File: src/adls_consts.vh
`ifndef ADLS_CONSTS_VH
`define ADLS_CONSTS_VH

// ---------------------------------------------------------------------------
// Register indices (byte address is four times the index)
// ---------------------------------------------------------------------------
`define ADLS_IDX_OP_STATUS     8'h09
`define ADLS_IDX_FREQ_LIMIT_EN 8'h4d
`define ADLS_IDX_FINE_ACT_EN   8'h73
`define ADLS_IDX_COARSE_EN     8'h74
`define ADLS_IDX_IRQ_STATUS    8'h80
`define ADLS_IDX_IRQ_MASK      8'h81

// ---------------------------------------------------------------------------
// Field positions
// ---------------------------------------------------------------------------
`define ADLS_BIT_AUX_LOCKED    6
`define ADLS_BIT_MON_ALARM     5
`define ADLS_BIT_AUX_ALARM     4
`define ADLS_BIT_FINE_EN       7
`define ADLS_BIT_ACT_EN        6
`define ADLS_BIT_COARSE_EN     7
`define ADLS_BIT_LIMIT_EN      7
`define ADLS_EV_LOCK_LOST      0
`define ADLS_EV_COARSE_SLIP    1
`define ADLS_EV_MON_ALARM      2
`define ADLS_EV_AUX_ALARM      3
`define ADLS_EV_COUNT          4

// ---------------------------------------------------------------------------
// Reset values
// ---------------------------------------------------------------------------
`define ADLS_RST_LOCKED        1'b1
`define ADLS_RST_ENABLE        1'b0
`define ADLS_RST_IRQ_MASK      4'h0

// ---------------------------------------------------------------------------
// Timing counts
// ---------------------------------------------------------------------------
`define ADLS_SYNC_STAGES       3

`endif

File: src/adls_lock_status.v
`timescale 1ns/1ps
`default_nettype none
`include "adls_consts.vh"

module adls_lock_status (
    input  wire        clk_i,
    input  wire        rst_i,
    // Classic Wishbone slave.
    input  wire        cyc_i,
    input  wire        stb_i,
    input  wire        we_i,
    input  wire [9:0]  adr_i,
    input  wire [3:0]  sel_i,
    input  wire [31:0] dat_i,
    output reg  [31:0] dat_o,
    output reg         ack_o,
    // Detector levels from the loop logic, asynchronous to clk_i.
    input  wire        fine_phase_loss_i,
    input  wire        coarse_phase_loss_i,
    input  wire        input_inactive_i,
    input  wire        freq_at_limit_i,
    input  wire        monitor_loop_freq_soft_alarm_i,
    input  wire        aux_loop_freq_soft_alarm_i,
    // Shared enables, also used by the monitor loop.
    output reg         fine_loss_en_o,
    output reg         coarse_loss_en_o,
    output reg         inactive_loss_en_o,
    output reg         limit_loss_en_o,
    // Status and interrupt.
    output reg         aux_loop_locked_o,
    output reg         monitor_loop_freq_soft_alarm_o,
    output reg         aux_loop_freq_soft_alarm_o,
    output reg         irq_o
);

    // ---------------------------------------------------------------------
    // Declarations
    // ---------------------------------------------------------------------
    wire [5:0]                 det_sync;
    wire                       fine_s;
    wire                       coarse_s;
    wire                       inactive_s;
    wire                       limit_s;
    wire                       mon_alarm_s;
    wire                       aux_alarm_s;
    wire [7:0]                 reg_idx;
    wire                       bus_req;
    wire                       bus_wr;
    reg                        coarse_latch_q;
    reg                        coarse_latch_d;
    reg                        locked_d;
    reg                        mon_alarm_prev_q;
    reg                        aux_alarm_prev_q;
    reg  [`ADLS_EV_COUNT-1:0]  irq_status_q;
    reg  [`ADLS_EV_COUNT-1:0]  irq_status_d;
    reg  [`ADLS_EV_COUNT-1:0]  irq_mask_q;
    reg  [`ADLS_EV_COUNT-1:0]  event_hit;
    reg  [`ADLS_EV_COUNT-1:0]  clear_hit;
    reg  [7:0]                 rd_byte;

    // ---------------------------------------------------------------------
    // Detector input synchronisation
    // ---------------------------------------------------------------------
    // All six detector levels come from the loop domain, so they share one
    // synchroniser; a change shows here four cycles after the pin.
    // Reaction time is traded for immunity to metastability and glitches.
    adls_sync #(
        .WIDTH (6)
    ) u_sync (
        .clk_i   (clk_i),
        .rst_i   (rst_i),
        .async_i ({aux_loop_freq_soft_alarm_i, monitor_loop_freq_soft_alarm_i,
                   freq_at_limit_i, input_inactive_i,
                   coarse_phase_loss_i, fine_phase_loss_i}),
        .sync_o  (det_sync)
    );

    assign fine_s      = det_sync[0];
    assign coarse_s    = det_sync[1];
    assign inactive_s  = det_sync[2];
    assign limit_s     = det_sync[3];
    assign mon_alarm_s = det_sync[4];
    assign aux_alarm_s = det_sync[5];

    // ---------------------------------------------------------------------
    // Bus decode
    // ---------------------------------------------------------------------
    // A request is taken on the first cycle of strobe; ack then blocks a
    // second take only while it is high, so a held strobe is taken again.
    // Only byte lane 0 carries register bits; a write without it is acked.
    assign reg_idx = adr_i[9:2];
    assign bus_req = cyc_i & stb_i & ~ack_o;
    assign bus_wr  = bus_req & we_i & sel_i[0];

    // ---------------------------------------------------------------------
    // Coarse slip latch
    // ---------------------------------------------------------------------
    // The latch holds any coarse slip until the coarse enable is dropped.
    // Set and clear cannot collide: setting needs the enable high and
    // clearing needs it low.
    always @*
    begin
        coarse_latch_d = coarse_latch_q;
        if (!coarse_loss_en_o)
            coarse_latch_d = 1'b0;
        else if (coarse_s)
            coarse_latch_d = 1'b1;
    end

    // ---------------------------------------------------------------------
    // Lock combination
    // ---------------------------------------------------------------------
    // Lock is the absence of every enabled loss. Only the coarse path is
    // sticky, so a locked value never hides a live loss.
    // After a slip, software learns the live state by dropping the coarse
    // enable, reading, then restoring it; the latch clears while the enable
    // is low, and lock follows two edges after the write is taken.
    always @*
    begin
        locked_d = ~((fine_loss_en_o & fine_s)
                   | coarse_latch_q
                   | (coarse_loss_en_o & coarse_s)
                   | (inactive_loss_en_o & inactive_s)
                   | (limit_loss_en_o & limit_s));
    end

    // ---------------------------------------------------------------------
    // Status flops
    // ---------------------------------------------------------------------
    // The soft alarms are reported as plain levels; they never feed the
    // lock term, since they do not disqualify the input.
    // Lock leaves reset high, matching a loop with every loss gated off.
    always @(posedge clk_i)
    begin
        if (rst_i)
        begin
            coarse_latch_q                 <= 1'b0;
            aux_loop_locked_o              <= `ADLS_RST_LOCKED;
            monitor_loop_freq_soft_alarm_o <= 1'b0;
            aux_loop_freq_soft_alarm_o     <= 1'b0;
            mon_alarm_prev_q               <= 1'b0;
            aux_alarm_prev_q               <= 1'b0;
        end
        else
        begin
            coarse_latch_q                 <= coarse_latch_d;
            aux_loop_locked_o              <= locked_d;
            monitor_loop_freq_soft_alarm_o <= mon_alarm_s;
            aux_loop_freq_soft_alarm_o     <= aux_alarm_s;
            mon_alarm_prev_q               <= mon_alarm_s;
            aux_alarm_prev_q               <= aux_alarm_s;
        end
    end

    // ---------------------------------------------------------------------
    // Enable registers
    // ---------------------------------------------------------------------
    // These bits live in registers shared with the monitor loop; only the
    // bits that gate a loss indicator are kept, the rest read as zero.
    // Every enable leaves reset cleared. Software should set the inactivity
    // enable: with it off, a vanished input clock can still read as locked,
    // because the other detectors hold their last state.
    always @(posedge clk_i)
    begin
        if (rst_i)
        begin
            fine_loss_en_o     <= `ADLS_RST_ENABLE;
            inactive_loss_en_o <= `ADLS_RST_ENABLE;
            coarse_loss_en_o   <= `ADLS_RST_ENABLE;
            limit_loss_en_o    <= `ADLS_RST_ENABLE;
            irq_mask_q         <= `ADLS_RST_IRQ_MASK;
        end
        else if (bus_wr)
        begin
            case (reg_idx)
                `ADLS_IDX_FINE_ACT_EN:
                begin
                    fine_loss_en_o     <= dat_i[`ADLS_BIT_FINE_EN];
                    inactive_loss_en_o <= dat_i[`ADLS_BIT_ACT_EN];
                end
                `ADLS_IDX_COARSE_EN:
                begin
                    coarse_loss_en_o   <= dat_i[`ADLS_BIT_COARSE_EN];
                end
                `ADLS_IDX_FREQ_LIMIT_EN:
                begin
                    limit_loss_en_o    <= dat_i[`ADLS_BIT_LIMIT_EN];
                end
                `ADLS_IDX_IRQ_MASK:
                begin
                    irq_mask_q         <= dat_i[`ADLS_EV_COUNT-1:0];
                end
                default:
                begin
                    // The status register is read-only; writes vanish.
                    irq_mask_q         <= irq_mask_q;
                end
            endcase
        end
    end

    // ---------------------------------------------------------------------
    // Interrupt events
    // ---------------------------------------------------------------------
    // Events: lock falling, a new coarse latch, either alarm rising. A set
    // in the same cycle as a write-one clear wins, so no event is lost.
    always @*
    begin
        event_hit = {`ADLS_EV_COUNT{1'b0}};
        clear_hit = {`ADLS_EV_COUNT{1'b0}};
        event_hit[`ADLS_EV_LOCK_LOST]   = aux_loop_locked_o & ~locked_d;
        event_hit[`ADLS_EV_COARSE_SLIP] = coarse_latch_d & ~coarse_latch_q;
        event_hit[`ADLS_EV_MON_ALARM]   = mon_alarm_s & ~mon_alarm_prev_q;
        event_hit[`ADLS_EV_AUX_ALARM]   = aux_alarm_s & ~aux_alarm_prev_q;
        if (bus_wr && (reg_idx == `ADLS_IDX_IRQ_STATUS))
            clear_hit = dat_i[`ADLS_EV_COUNT-1:0];
        irq_status_d = (irq_status_q & ~clear_hit) | event_hit;
    end

    // Interrupt level is registered from the next status, so it moves on the
    // same edge as the status bit with no combinational path to the pin.
    always @(posedge clk_i)
    begin
        if (rst_i)
        begin
            irq_status_q <= {`ADLS_EV_COUNT{1'b0}};
            irq_o        <= 1'b0;
        end
        else
        begin
            irq_status_q <= irq_status_d;
            irq_o        <= |(irq_status_d & irq_mask_q);
        end
    end

    // ---------------------------------------------------------------------
    // Read mux
    // ---------------------------------------------------------------------
    // Unmapped indices read as zero and are still acknowledged, so a stray
    // access never hangs the bus.
    // Reads have no side effects, so polling never clears a flag.
    always @*
    begin
        rd_byte = 8'h00;
        case (reg_idx)
            `ADLS_IDX_OP_STATUS:
            begin
                rd_byte[`ADLS_BIT_AUX_LOCKED] = aux_loop_locked_o;
                rd_byte[`ADLS_BIT_MON_ALARM]  = monitor_loop_freq_soft_alarm_o;
                rd_byte[`ADLS_BIT_AUX_ALARM]  = aux_loop_freq_soft_alarm_o;
            end
            `ADLS_IDX_FINE_ACT_EN:
            begin
                rd_byte[`ADLS_BIT_FINE_EN] = fine_loss_en_o;
                rd_byte[`ADLS_BIT_ACT_EN]  = inactive_loss_en_o;
            end
            `ADLS_IDX_COARSE_EN:
                rd_byte[`ADLS_BIT_COARSE_EN] = coarse_loss_en_o;
            `ADLS_IDX_FREQ_LIMIT_EN:
                rd_byte[`ADLS_BIT_LIMIT_EN] = limit_loss_en_o;
            `ADLS_IDX_IRQ_STATUS:
                rd_byte[`ADLS_EV_COUNT-1:0] = irq_status_q;
            `ADLS_IDX_IRQ_MASK:
                rd_byte[`ADLS_EV_COUNT-1:0] = irq_mask_q;
            default:
                rd_byte = 8'h00;
        endcase
    end

    // ---------------------------------------------------------------------
    // Bus answer
    // ---------------------------------------------------------------------
    // One wait state: ack and data follow the edge that takes the request,
    // and ack drops on the next edge.
    always @(posedge clk_i)
    begin
        if (rst_i)
        begin
            ack_o <= 1'b0;
            dat_o <= 32'h00000000;
        end
        else
        begin
            ack_o <= bus_req;
            if (bus_req)
                dat_o <= {24'h000000, rd_byte};
        end
    end

endmodule // adls_lock_status

`default_nettype wire

File: src/adls_sync.v
`timescale 1ns/1ps
`default_nettype none

// Three-stage synchroniser for a group of asynchronous levels. The clean
// output follows only once the second and third stages agree, which filters
// a single-cycle glitch from the detector side.
module adls_sync #(
    parameter WIDTH = 6
) (
    input  wire             clk_i,
    input  wire             rst_i,
    input  wire [WIDTH-1:0] async_i,
    output reg  [WIDTH-1:0] sync_o
);

    reg [WIDTH-1:0] meta_q;
    reg [WIDTH-1:0] stage2_q;
    reg [WIDTH-1:0] stage3_q;

    // ---------------------------------------------------------------------
    // Synchroniser chain
    // ---------------------------------------------------------------------
    // The first stage feeds only the second stage.
    always @(posedge clk_i)
    begin
        if (rst_i)
        begin
            meta_q   <= {WIDTH{1'b0}};
            stage2_q <= {WIDTH{1'b0}};
            stage3_q <= {WIDTH{1'b0}};
        end
        else
        begin
            meta_q   <= async_i;
            stage2_q <= meta_q;
            stage3_q <= stage2_q;
        end
    end

    // ---------------------------------------------------------------------
    // Agreement filter
    // ---------------------------------------------------------------------
    // Each bit updates only when the two settled stages agree.
    genvar g;
    generate
        for (g = 0; g < WIDTH; g = g + 1)
        begin : g_bit
            always @(posedge clk_i)
            begin
                if (rst_i)
                    sync_o[g] <= 1'b0;
                else if (stage2_q[g] == stage3_q[g])
                    sync_o[g] <= stage3_q[g];
            end
        end
    endgenerate

endmodule // adls_sync

`default_nettype wire

File: config.mk
export PLATFORM = sky130hd
export DESIGN_NAME = adls_lock_status
export DESIGN_NICKNAME = d
export VERILOG_FILES = /design/src/adls_lock_status.v /design/src/adls_sync.v
export VERILOG_INCLUDE_DIRS = /design/src
export SDC_FILE = /design/constraint.sdc
export NUM_CORES = 1
export LEC_CHECK = 0
export ABC_CLOCK_PERIOD_IN_PS = 1400
export CAP_MARGIN = 20
export CORE_MARGIN = 10
export CORE_UTILIZATION = 55
export CTS_CLUSTER_DIAMETER = 200
export CTS_CLUSTER_SIZE = 25
export DETAILED_ROUTE_END_ITERATION = 10
export DONT_BUFFER_PORTS = 1
export PLACE_DENSITY = 0.82
export SLEW_MARGIN = 20
export SYNTH_ARGS = -nofsm -noshare
export SYNTH_HDL_FRONTEND = slang
export SYNTH_SLANG_ARGS = --single-unit
File: constraint.sdc
create_clock -name clk_i -period 1.4 [get_ports clk_i]
set_input_delay 0.07 -clock clk_i [delete_from_list [all_inputs] [get_ports clk_i]]
set_output_delay 0.07 -clock clk_i [all_outputs]
set_load 0.05 [all_outputs]
==> impl_metrics.json, run 1 <==
{
  "rsz0062_at_grt": "true",
  "ys_seq_area_share_pct": 47.6,
  "path_cells": "nand3b_1 -> or4_4 -> o21ai_2 -> a21oi_1",
  "num_vias": 1660,
  "final_nets": 326,
  "design_area_mm2": 0.00265,
  "finalHoldViolations": 0,
  "worstPathRequired_ns": 1.59,
  "ioPinCount": 98,
  "ys_top_cells_by_area": "dfxtp_1, buf_4, nor2b_1",
  "die_area_mm2": 0.00670,
  "grt_use_total_pct": 15.0,
  "finalSetupTns_ns": -0.0201,
  "seq_area_mm2": 0.00100,
  "p_int_mw": 2.07,
  "syn_area_per_cell_um2": 9.57,
  "finalWirelength_mm": 4.80,
  "drv_cap": 0,
  "finalSetupViolations": 1,
  "start_util_pct": 57.1,
  "path_max_fanout": 3,
  "min_period_over_period_pct": 101,
  "diodes": 0,
  "wl_per_cell_um": 15.1,
  "port_buffers": 0,
  "comb_power_share_pct": 11.2,
  "clkLatencyLatePin_ns": 0.30,
  "end_kind": "flip-flop",
  "drcViolationCount": 0,
  "grt_pass1_wl_mm": 8.00,
  "synth_area_mm2": 0.00210,
  "fin_skew_ns": 0.00386,
  "fp.dieW_um": 81.9,
  "power_density_mw_per_mm2": 1040,
  "postLayoutSetupSlackWorst_ns": -0.0201,
  "gp_congestion": 0.800,
  "synthCells": 220,
  "cts_tree": "done",
  "grt_pass1_vias": 1752,
  "drive_above_1_share_pct": 18.9,
  "post_cts.repair.setup_buffers": 0,
  "grt_max_degree": 36,
  "cp.arrival_ns": 1.61,
  "whs_ns": 0.0177,
  "reg2regPathDepth": 4,
  "die_h_um": 81.9,
  "gr-total-overflow": 0,
  "cts_buffer_depth": 2,
  "synth_edf_count": 0,
  "synth_top_area_cell": "dfxtp_1",
  "path_clk_slew_ns": 0.08,
  "synth-main-ff-cell": "dfxtp_1",
  "fill_cells": 320,
  "hold-path-cell-count": 3,
  "cp_slowest_stage_delay_ns": 0.56,
  "h-tree-depth": 2,
  "num_rows": 22,
  "drt_pass1_iterations": 4,
  "cts_buffers": 5,
  "dpl_worst_slack_ns": -0.0289,
  "postPlaceCellArea_mm2": 0.00223,
  "synth_common_cells": "dfxtp_1, nor2b_1, buf_4, nor2_1",
  "hold_class": "input port to flip-flop",
  "async_flop_share_pct": 0,
  "hpwl_mm": 3.38,
  "slew_violations": 0,
  "violations": "negative setup slack",
  "cts_root_buffer": "clkbuf_8",
  "yosysMostFrequentCell": "dfxtp_1",
  "synth_top_area_share_pct": 47.6,
  "core-area_mm2": 0.00369,
  "max_freq_mhz": 704,
  "crit_slowest_cell": "or4_4",
  "synth-seq-cells": 50,
  "drt_iter0_markers": 121,
  "start_kind": "flip-flop",
  "clock_sinks": 50,
  "sw_frac_of_total_pct": 25.0,
  "drtAntennaViolNets": 0,
  "antenna_found_initial": 0,
  "crit_type": "flip-flop to flip-flop",
  "syn_to_final_growth_pct": 25.9,
  "status": "finished with violations",
  "p_leak_nw": 1.05,
  "p_sw_mw": 0.690,
  "multi_input_area_mm2": 0.00101,
  "ys.warnings.count": 0,
  "pwr-share-seq_pct": 52.8,
  "vias_per_cell": 5.22,
  "irDropWorstVdd_mv": 0.747,
  "yosysUniqueCellTypes": 41,
  "min_period_ns": 1.42,
  "totalPowerFinal_mw": 2.76,
  "pwr-share-clk_pct": 36.0
}
[per-layer routing]
metal  global-route usage (%)  up-vias  wire length [µm]  share of wire (%)
met5                        0        -                 0                  0
met4                     6.12        0                46               0.96
met3                     6.22        5               503                 10
met2                     25.8       54              2400                 50
met1                     16.0      782              1850                 39
li1                         -      819                 -                  -
[metrics by stage]
stage / instances / util (%)
finish: 318 / 71.8
global route: 318 / 71.8
CTS: 318 / 71.6
detailed placement: 283 / 60.5
global placement: 283 / 60.5
floorplan: 243 / -
[power groups by stage]
| stage | clock network (mW) | logic, mW | registers (mW) |
|---|---|---|---|
| CTS | 1.01 | 0.305 | 1.46 |
| global route | 1.09 | 0.329 | 1.46 |
| floorplan | 0 | 0.267 | 1.50 |
| finish | 0.993 | 0.310 | 1.46 |
| global placement | 0 | 0.234 | 1.49 |
| detailed placement | 0 | 0.236 | 1.49 |
[flip-flops by register name, summed over array words and instances (netlist names), 4 cells and up]
name,cells
u_sync.stage2_q,6
u_sync.meta_q,6
u_sync.sync_o,6
dat_o,8
irq_mask_q,4
irq_status_q,4
u_sync.stage3_q,6
[final timing paths]
path / slack, ns / start / endpoint
min: 0.02 / adr_i[3] / coarse_loss_en_o
max reg2reg: -0.02 / ack_o / inactive_loss_en_o
min reg2reg: 0.45 / u_sync.meta_q[3] / u_sync.stage2_q[3]
max: -0.02 / ack_o / inactive_loss_en_o
[layout make-up]
cell class / count / share of cell area, %
multi-input combinational: 161 / 38.3
sequential: 50 / 37.9
clock inverter: 2 / 1.37
tap: 48 / 2.27
timing repair buffer: 51 / 17.4
clock buffer: 6 / 2.74
[cells by family (layout without fill, tap and decap cells)]
| family | count (synthesis) | in the layout | share of synthesized area [%] |
|---|---|---|---|
| DFF | 50 | 50 | 47.6 |
| and+or+nand+nor | 84 | 84 | 24.5 |
| AOI/OAI and AO/OA | 49 | 49 | 15.8 |
| other | 1 | 24 | 0.178 |
| buffers and inverters | 32 | 59 | 10.0 |
| muxes | 4 | 4 | 1.90 |
[layout by cell type, fill, tap and decap left out, drive strengths merged, types with 3 or more instances in the layout]
| master | instances |
|---|---|
| a22oi | 5 |
| buf | 25 |
| nor2 | 16 |
| clkbuf | 6 |
| o21ai | 12 |
| nand2 | 13 |
| nand2b | 3 |
| a2bb2oi | 4 |
| and3b | 3 |
| conb | 24 |
| a21boi | 3 |
| o21ba | 3 |
| nand3 | 5 |
| mux2i | 4 |
| nor4 | 3 |
| dlygate4sd3 | 26 |
| nor2b | 25 |
| dfxtp | 50 |
| a21oi | 13 |
[worst max-delay path, delay by kind of cell (launching register included)]
family / cells / cell delay [ns]
AOI/OAI and AO/OA: 2 / 0.22
DFF: 1 / 0.35
and+or+nand+nor: 2 / 0.74
[what timing repair did]
action | in CTS | in global routing
cloned | 0 | 0
setup endpoints to repair | 7 | 6
hold endpoints to repair | 50 | 0
gates resized for setup | 5 | 4
hold buffers | 27 | 0
Power figures use the tool's default switching activity.
==> inputs of run 2 (changes only) <==
--- a/config.mk
+++ b/config.mk
@@ -18,4 +18,5 @@
 export SLEW_MARGIN = 20
 export SYNTH_ARGS = -nofsm -noshare
 export SYNTH_HDL_FRONTEND = slang
+export SYNTH_HIERARCHICAL = 1
 export SYNTH_SLANG_ARGS = --single-unit
==> run 2 against run 1 <==
The run still ends with negative setup slack left. Largest power group unchanged. Clock-buffer cell count is the same. Non-clock buffer count shrank 6. Critical path type unchanged. Via count shrank 1.0%. Critical endpoint is now irq_o. Highest routed layer unchanged. Power grew 0.96%. Die area grew 1.1%.
==> impl_metrics.json, run 2 <==
{
  "status": "finished with violations",
  "violations": "negative setup slack",
  "syn_area_per_cell_um2": 9.66,
  "drt_iter0_markers": 98,
  "h-tree-depth": 2,
  "min_period_over_period_pct": 106,
  "drt_pass1_iterations": 5,
  "worstPathRequired_ns": 1.60,
  "start_kind": "flip-flop",
  "min_period_ns": 1.49,
  "vias_per_cell": 5.22,
  "core-area_mm2": 0.00372,
  "clock_sinks": 50,
  "final_nets": 323,
  "ys.warnings.count": 6,
  "top_register": "dat_o",
  "grt_max_degree": 46,
  "irDropWorstVdd_mv": 0.837,
  "cts_root_buffer": "clkbuf_8",
  "synth_top_area_share_pct": 46.9,
  "fill_cells": 303,
  "min_from": "dat_i[3]",
  "post_cts.repair.setup_buffers": 0,
  "cp_slowest_stage_delay_ns": 0.45,
  "synth-main-ff-cell": "dfxtp_1",
  "ioPinCount": 98,
  "synth-seq-cells": 50,
  "diodes": 0,
  "p_sw_mw": 0.718,
  "crit_type": "flip-flop to flip-flop",
  "max_freq_mhz": 671,
  "pwr-share-clk_pct": 36.3,
  "r2r_start": "ack_o",
  "grt_pass1_wl_mm": 7.73,
  "ys_seq_area_share_pct": 46.9,
  "regToRegEndpoint": "irq_o",
  "comb_power_share_pct": 11.5,
  "start_util_pct": 57.5,
  "max-slew-margin-rel_pct": 66.5,
  "grt_use_total_pct": 14.7,
  "path_max_fanout": 2,
  "whs_ns": 0.0170,
  "ys_top_cells_by_area": "dfxtp_1, buf_4, mux2i_1",
  "fin_cells": 315,
  "wl_per_cell_um": 15.7,
  "final_cell_mix": "dfxtp_1, buf_4, conb_1",
  "hpwl_mm": 3.45,
  "tightest_slew_ns": 0.502,
  "die_area_mm2": 0.00678,
  "cts_buffers": 5,
  "crit_slowest_cell": "or4_4",
  "num_vias": 1643,
  "drive_above_1_share_pct": 21.0,
  "sw_frac_of_total_pct": 25.8,
  "worst-path-buf-inv": 0,
  "antenna_found_initial": 0,
  "synthCells": 221,
  "cts_tree": "done",
  "dpl.cell_count": 289,
  "path_clk_slew_ns": 0.09,
  "drv_cap": 0,
  "slew_violations": 0,
  "clkLatencyLatePin_ns": 0.31,
  "die_h_um": 82.3,
  "finalSetupViolations": 7,
  "cp_num_cells": 4,
  "hold_end": "irq_status_q[3]",
  "p_leak_nw": 1.04,
  "hold-path-cell-count": 3,
  "finalHoldViolations": 0,
  "reg2regPathDepth": 4,
  "grt_pass1_vias": 1659,
  "drcViolationCount": 0,
  "fin_skew_ns": 0.00823,
  "synth_edf_count": 0,
  "fp.dieW_um": 82.3,
  "cp.arrival_ns": 1.69,
  "drtAntennaViolNets": 0,
  "end_kind": "flip-flop",
  "port_buffers": 0,
  "postLayoutSetupSlackWorst_ns": -0.0900,
  "rsz0062_at_grt": "true",
  "yosysMostFrequentCell": "dfxtp_1",
  "yosysUniqueCellTypes": 40,
  "syn_to_final_growth_pct": 23.5,
  "synth_top_area_cell": "dfxtp_1",
  "synth_area_mm2": 0.00214,
  "pwr-share-seq_pct": 52.2,
  "finalWirelength_mm": 4.95,
  "path_delay_family": "simple AND/OR/NAND/NOR gates",
  "largest_reg_flops": 8,
  "num_rows": 22,
  "path_cells": "nand3b_1 -> or4_4 -> a2111oi_4 -> o2bb2ai_1",
  "gp_congestion": 0.825,
  "power_density_mw_per_mm2": 1060,
  "cts_buffer_depth": 2,
  "final_common_cell": "dfxtp_1",
  "hold_class": "input port to flip-flop",
  "synth_common_cells": "dfxtp_1, buf_4, nor2_1, a21oi_1",
  "p_int_mw": 2.07,
  "async_flop_share_pct": 0,
  "r2r_slack_ns": -0.09,
  "gr-total-overflow": 0
}
==> run 2: cell count changes in the layout (fill, tap and decap cells not counted), sizes merged, moves of 4 or more <==
cell,before,now
mux2i,4,8
and2b,0,4
nand2b,3,11
inv,1,5
dlygate4sd3,26,17
nor2b,25,16
==> run 2: area by class of cell <==
cell class	count	area, µm²	area share, %
Multi-Input combinational cell	160	1050	39.8
Sequential cell	50	1010	38.2
Timing Repair Buffer	45	397	15.0
Clock buffer	6	72.6	2.75
Tap cell	48	60.1	2.28
Clock inverter	2	36.3	1.38
Inverter	4	15.0	0.569
==> run 2: tightest hold or removal path, stage by stage <==
cell and delay [ns]:
inv_1 0.02, o21ai_1 0.11, a21oi_1 0.07
==> run 2: repair_timing <==
item	CTS	global route
hold endpoints to repair	50	0
gates resized for setup	7	2
endpoints found under the setup margin	7	16
hold buffers	18	0
==> run 2: stage by stage <==
step | setup WS [ns] | util (%) | total power, mW | setup TNS [ns] | instance area, µm²
global route | -0.164 | 71.0 | 2.88 | -1.13 | 2640
global placement | -0.263 | 61.8 | 1.73 | -1.70 | 2300
detailed placement | -0.302 | 61.8 | 1.73 | -1.98 | 2300
CTS | -0.0906 | 70.7 | 2.81 | -0.233 | 2630
floorplan | -0.255 | - | 1.78 | -0.658 | 2250
finish | -0.0900 | 71.0 | 2.79 | -0.292 | 2640
==> run 2: power groups by stage <==
stage	combinational, mW	sequential, mW	clock, mW
after floorplan	0.275	1.50	0
after global placement	0.244	1.49	0
after detailed placement	0.246	1.49	0
after CTS	0.313	1.45	1.04
after global routing	0.338	1.46	1.08
final	0.322	1.45	1.01
==> run 2: worst max-delay path by stage <==
stage	start	endpoint	slack (ns)
6_report	ack_o	irq_o	-0.09
5_1_grt	ack_o	irq_o	-0.16
4_1_cts	ack_o	irq_o	-0.09
3_5_place_dp	adr_i[2]	irq_o	-0.30
3_3_place_gp	adr_i[2]	irq_status_q[3]	-0.26
2_1_floorplan	ack_o	irq_o	-0.25
==> run 2: kinds of logic (layout without fill, tap and decap cells) <==
family / count (synthesis) / in the layout / share of synthesized area, %
and+or+nand+nor: 84 / 84 / 24.5
DFF: 50 / 50 / 46.9
buffers and inverters: 34 / 57 / 10.9
other: 1 / 24 / 0.176
AOI/OAI and AO/OA: 44 / 44 / 13.8
muxes: 8 / 8 / 3.75
==> run 2: routing by layer <==
metal	share of wire, %	track usage (%)	vias to the layer above
li1	-	-	812
met5	0	0	-
met2	51	26.2	54
met3	11	6.48	8
met1	36	14.9	769
met4	1.6	5.10	0
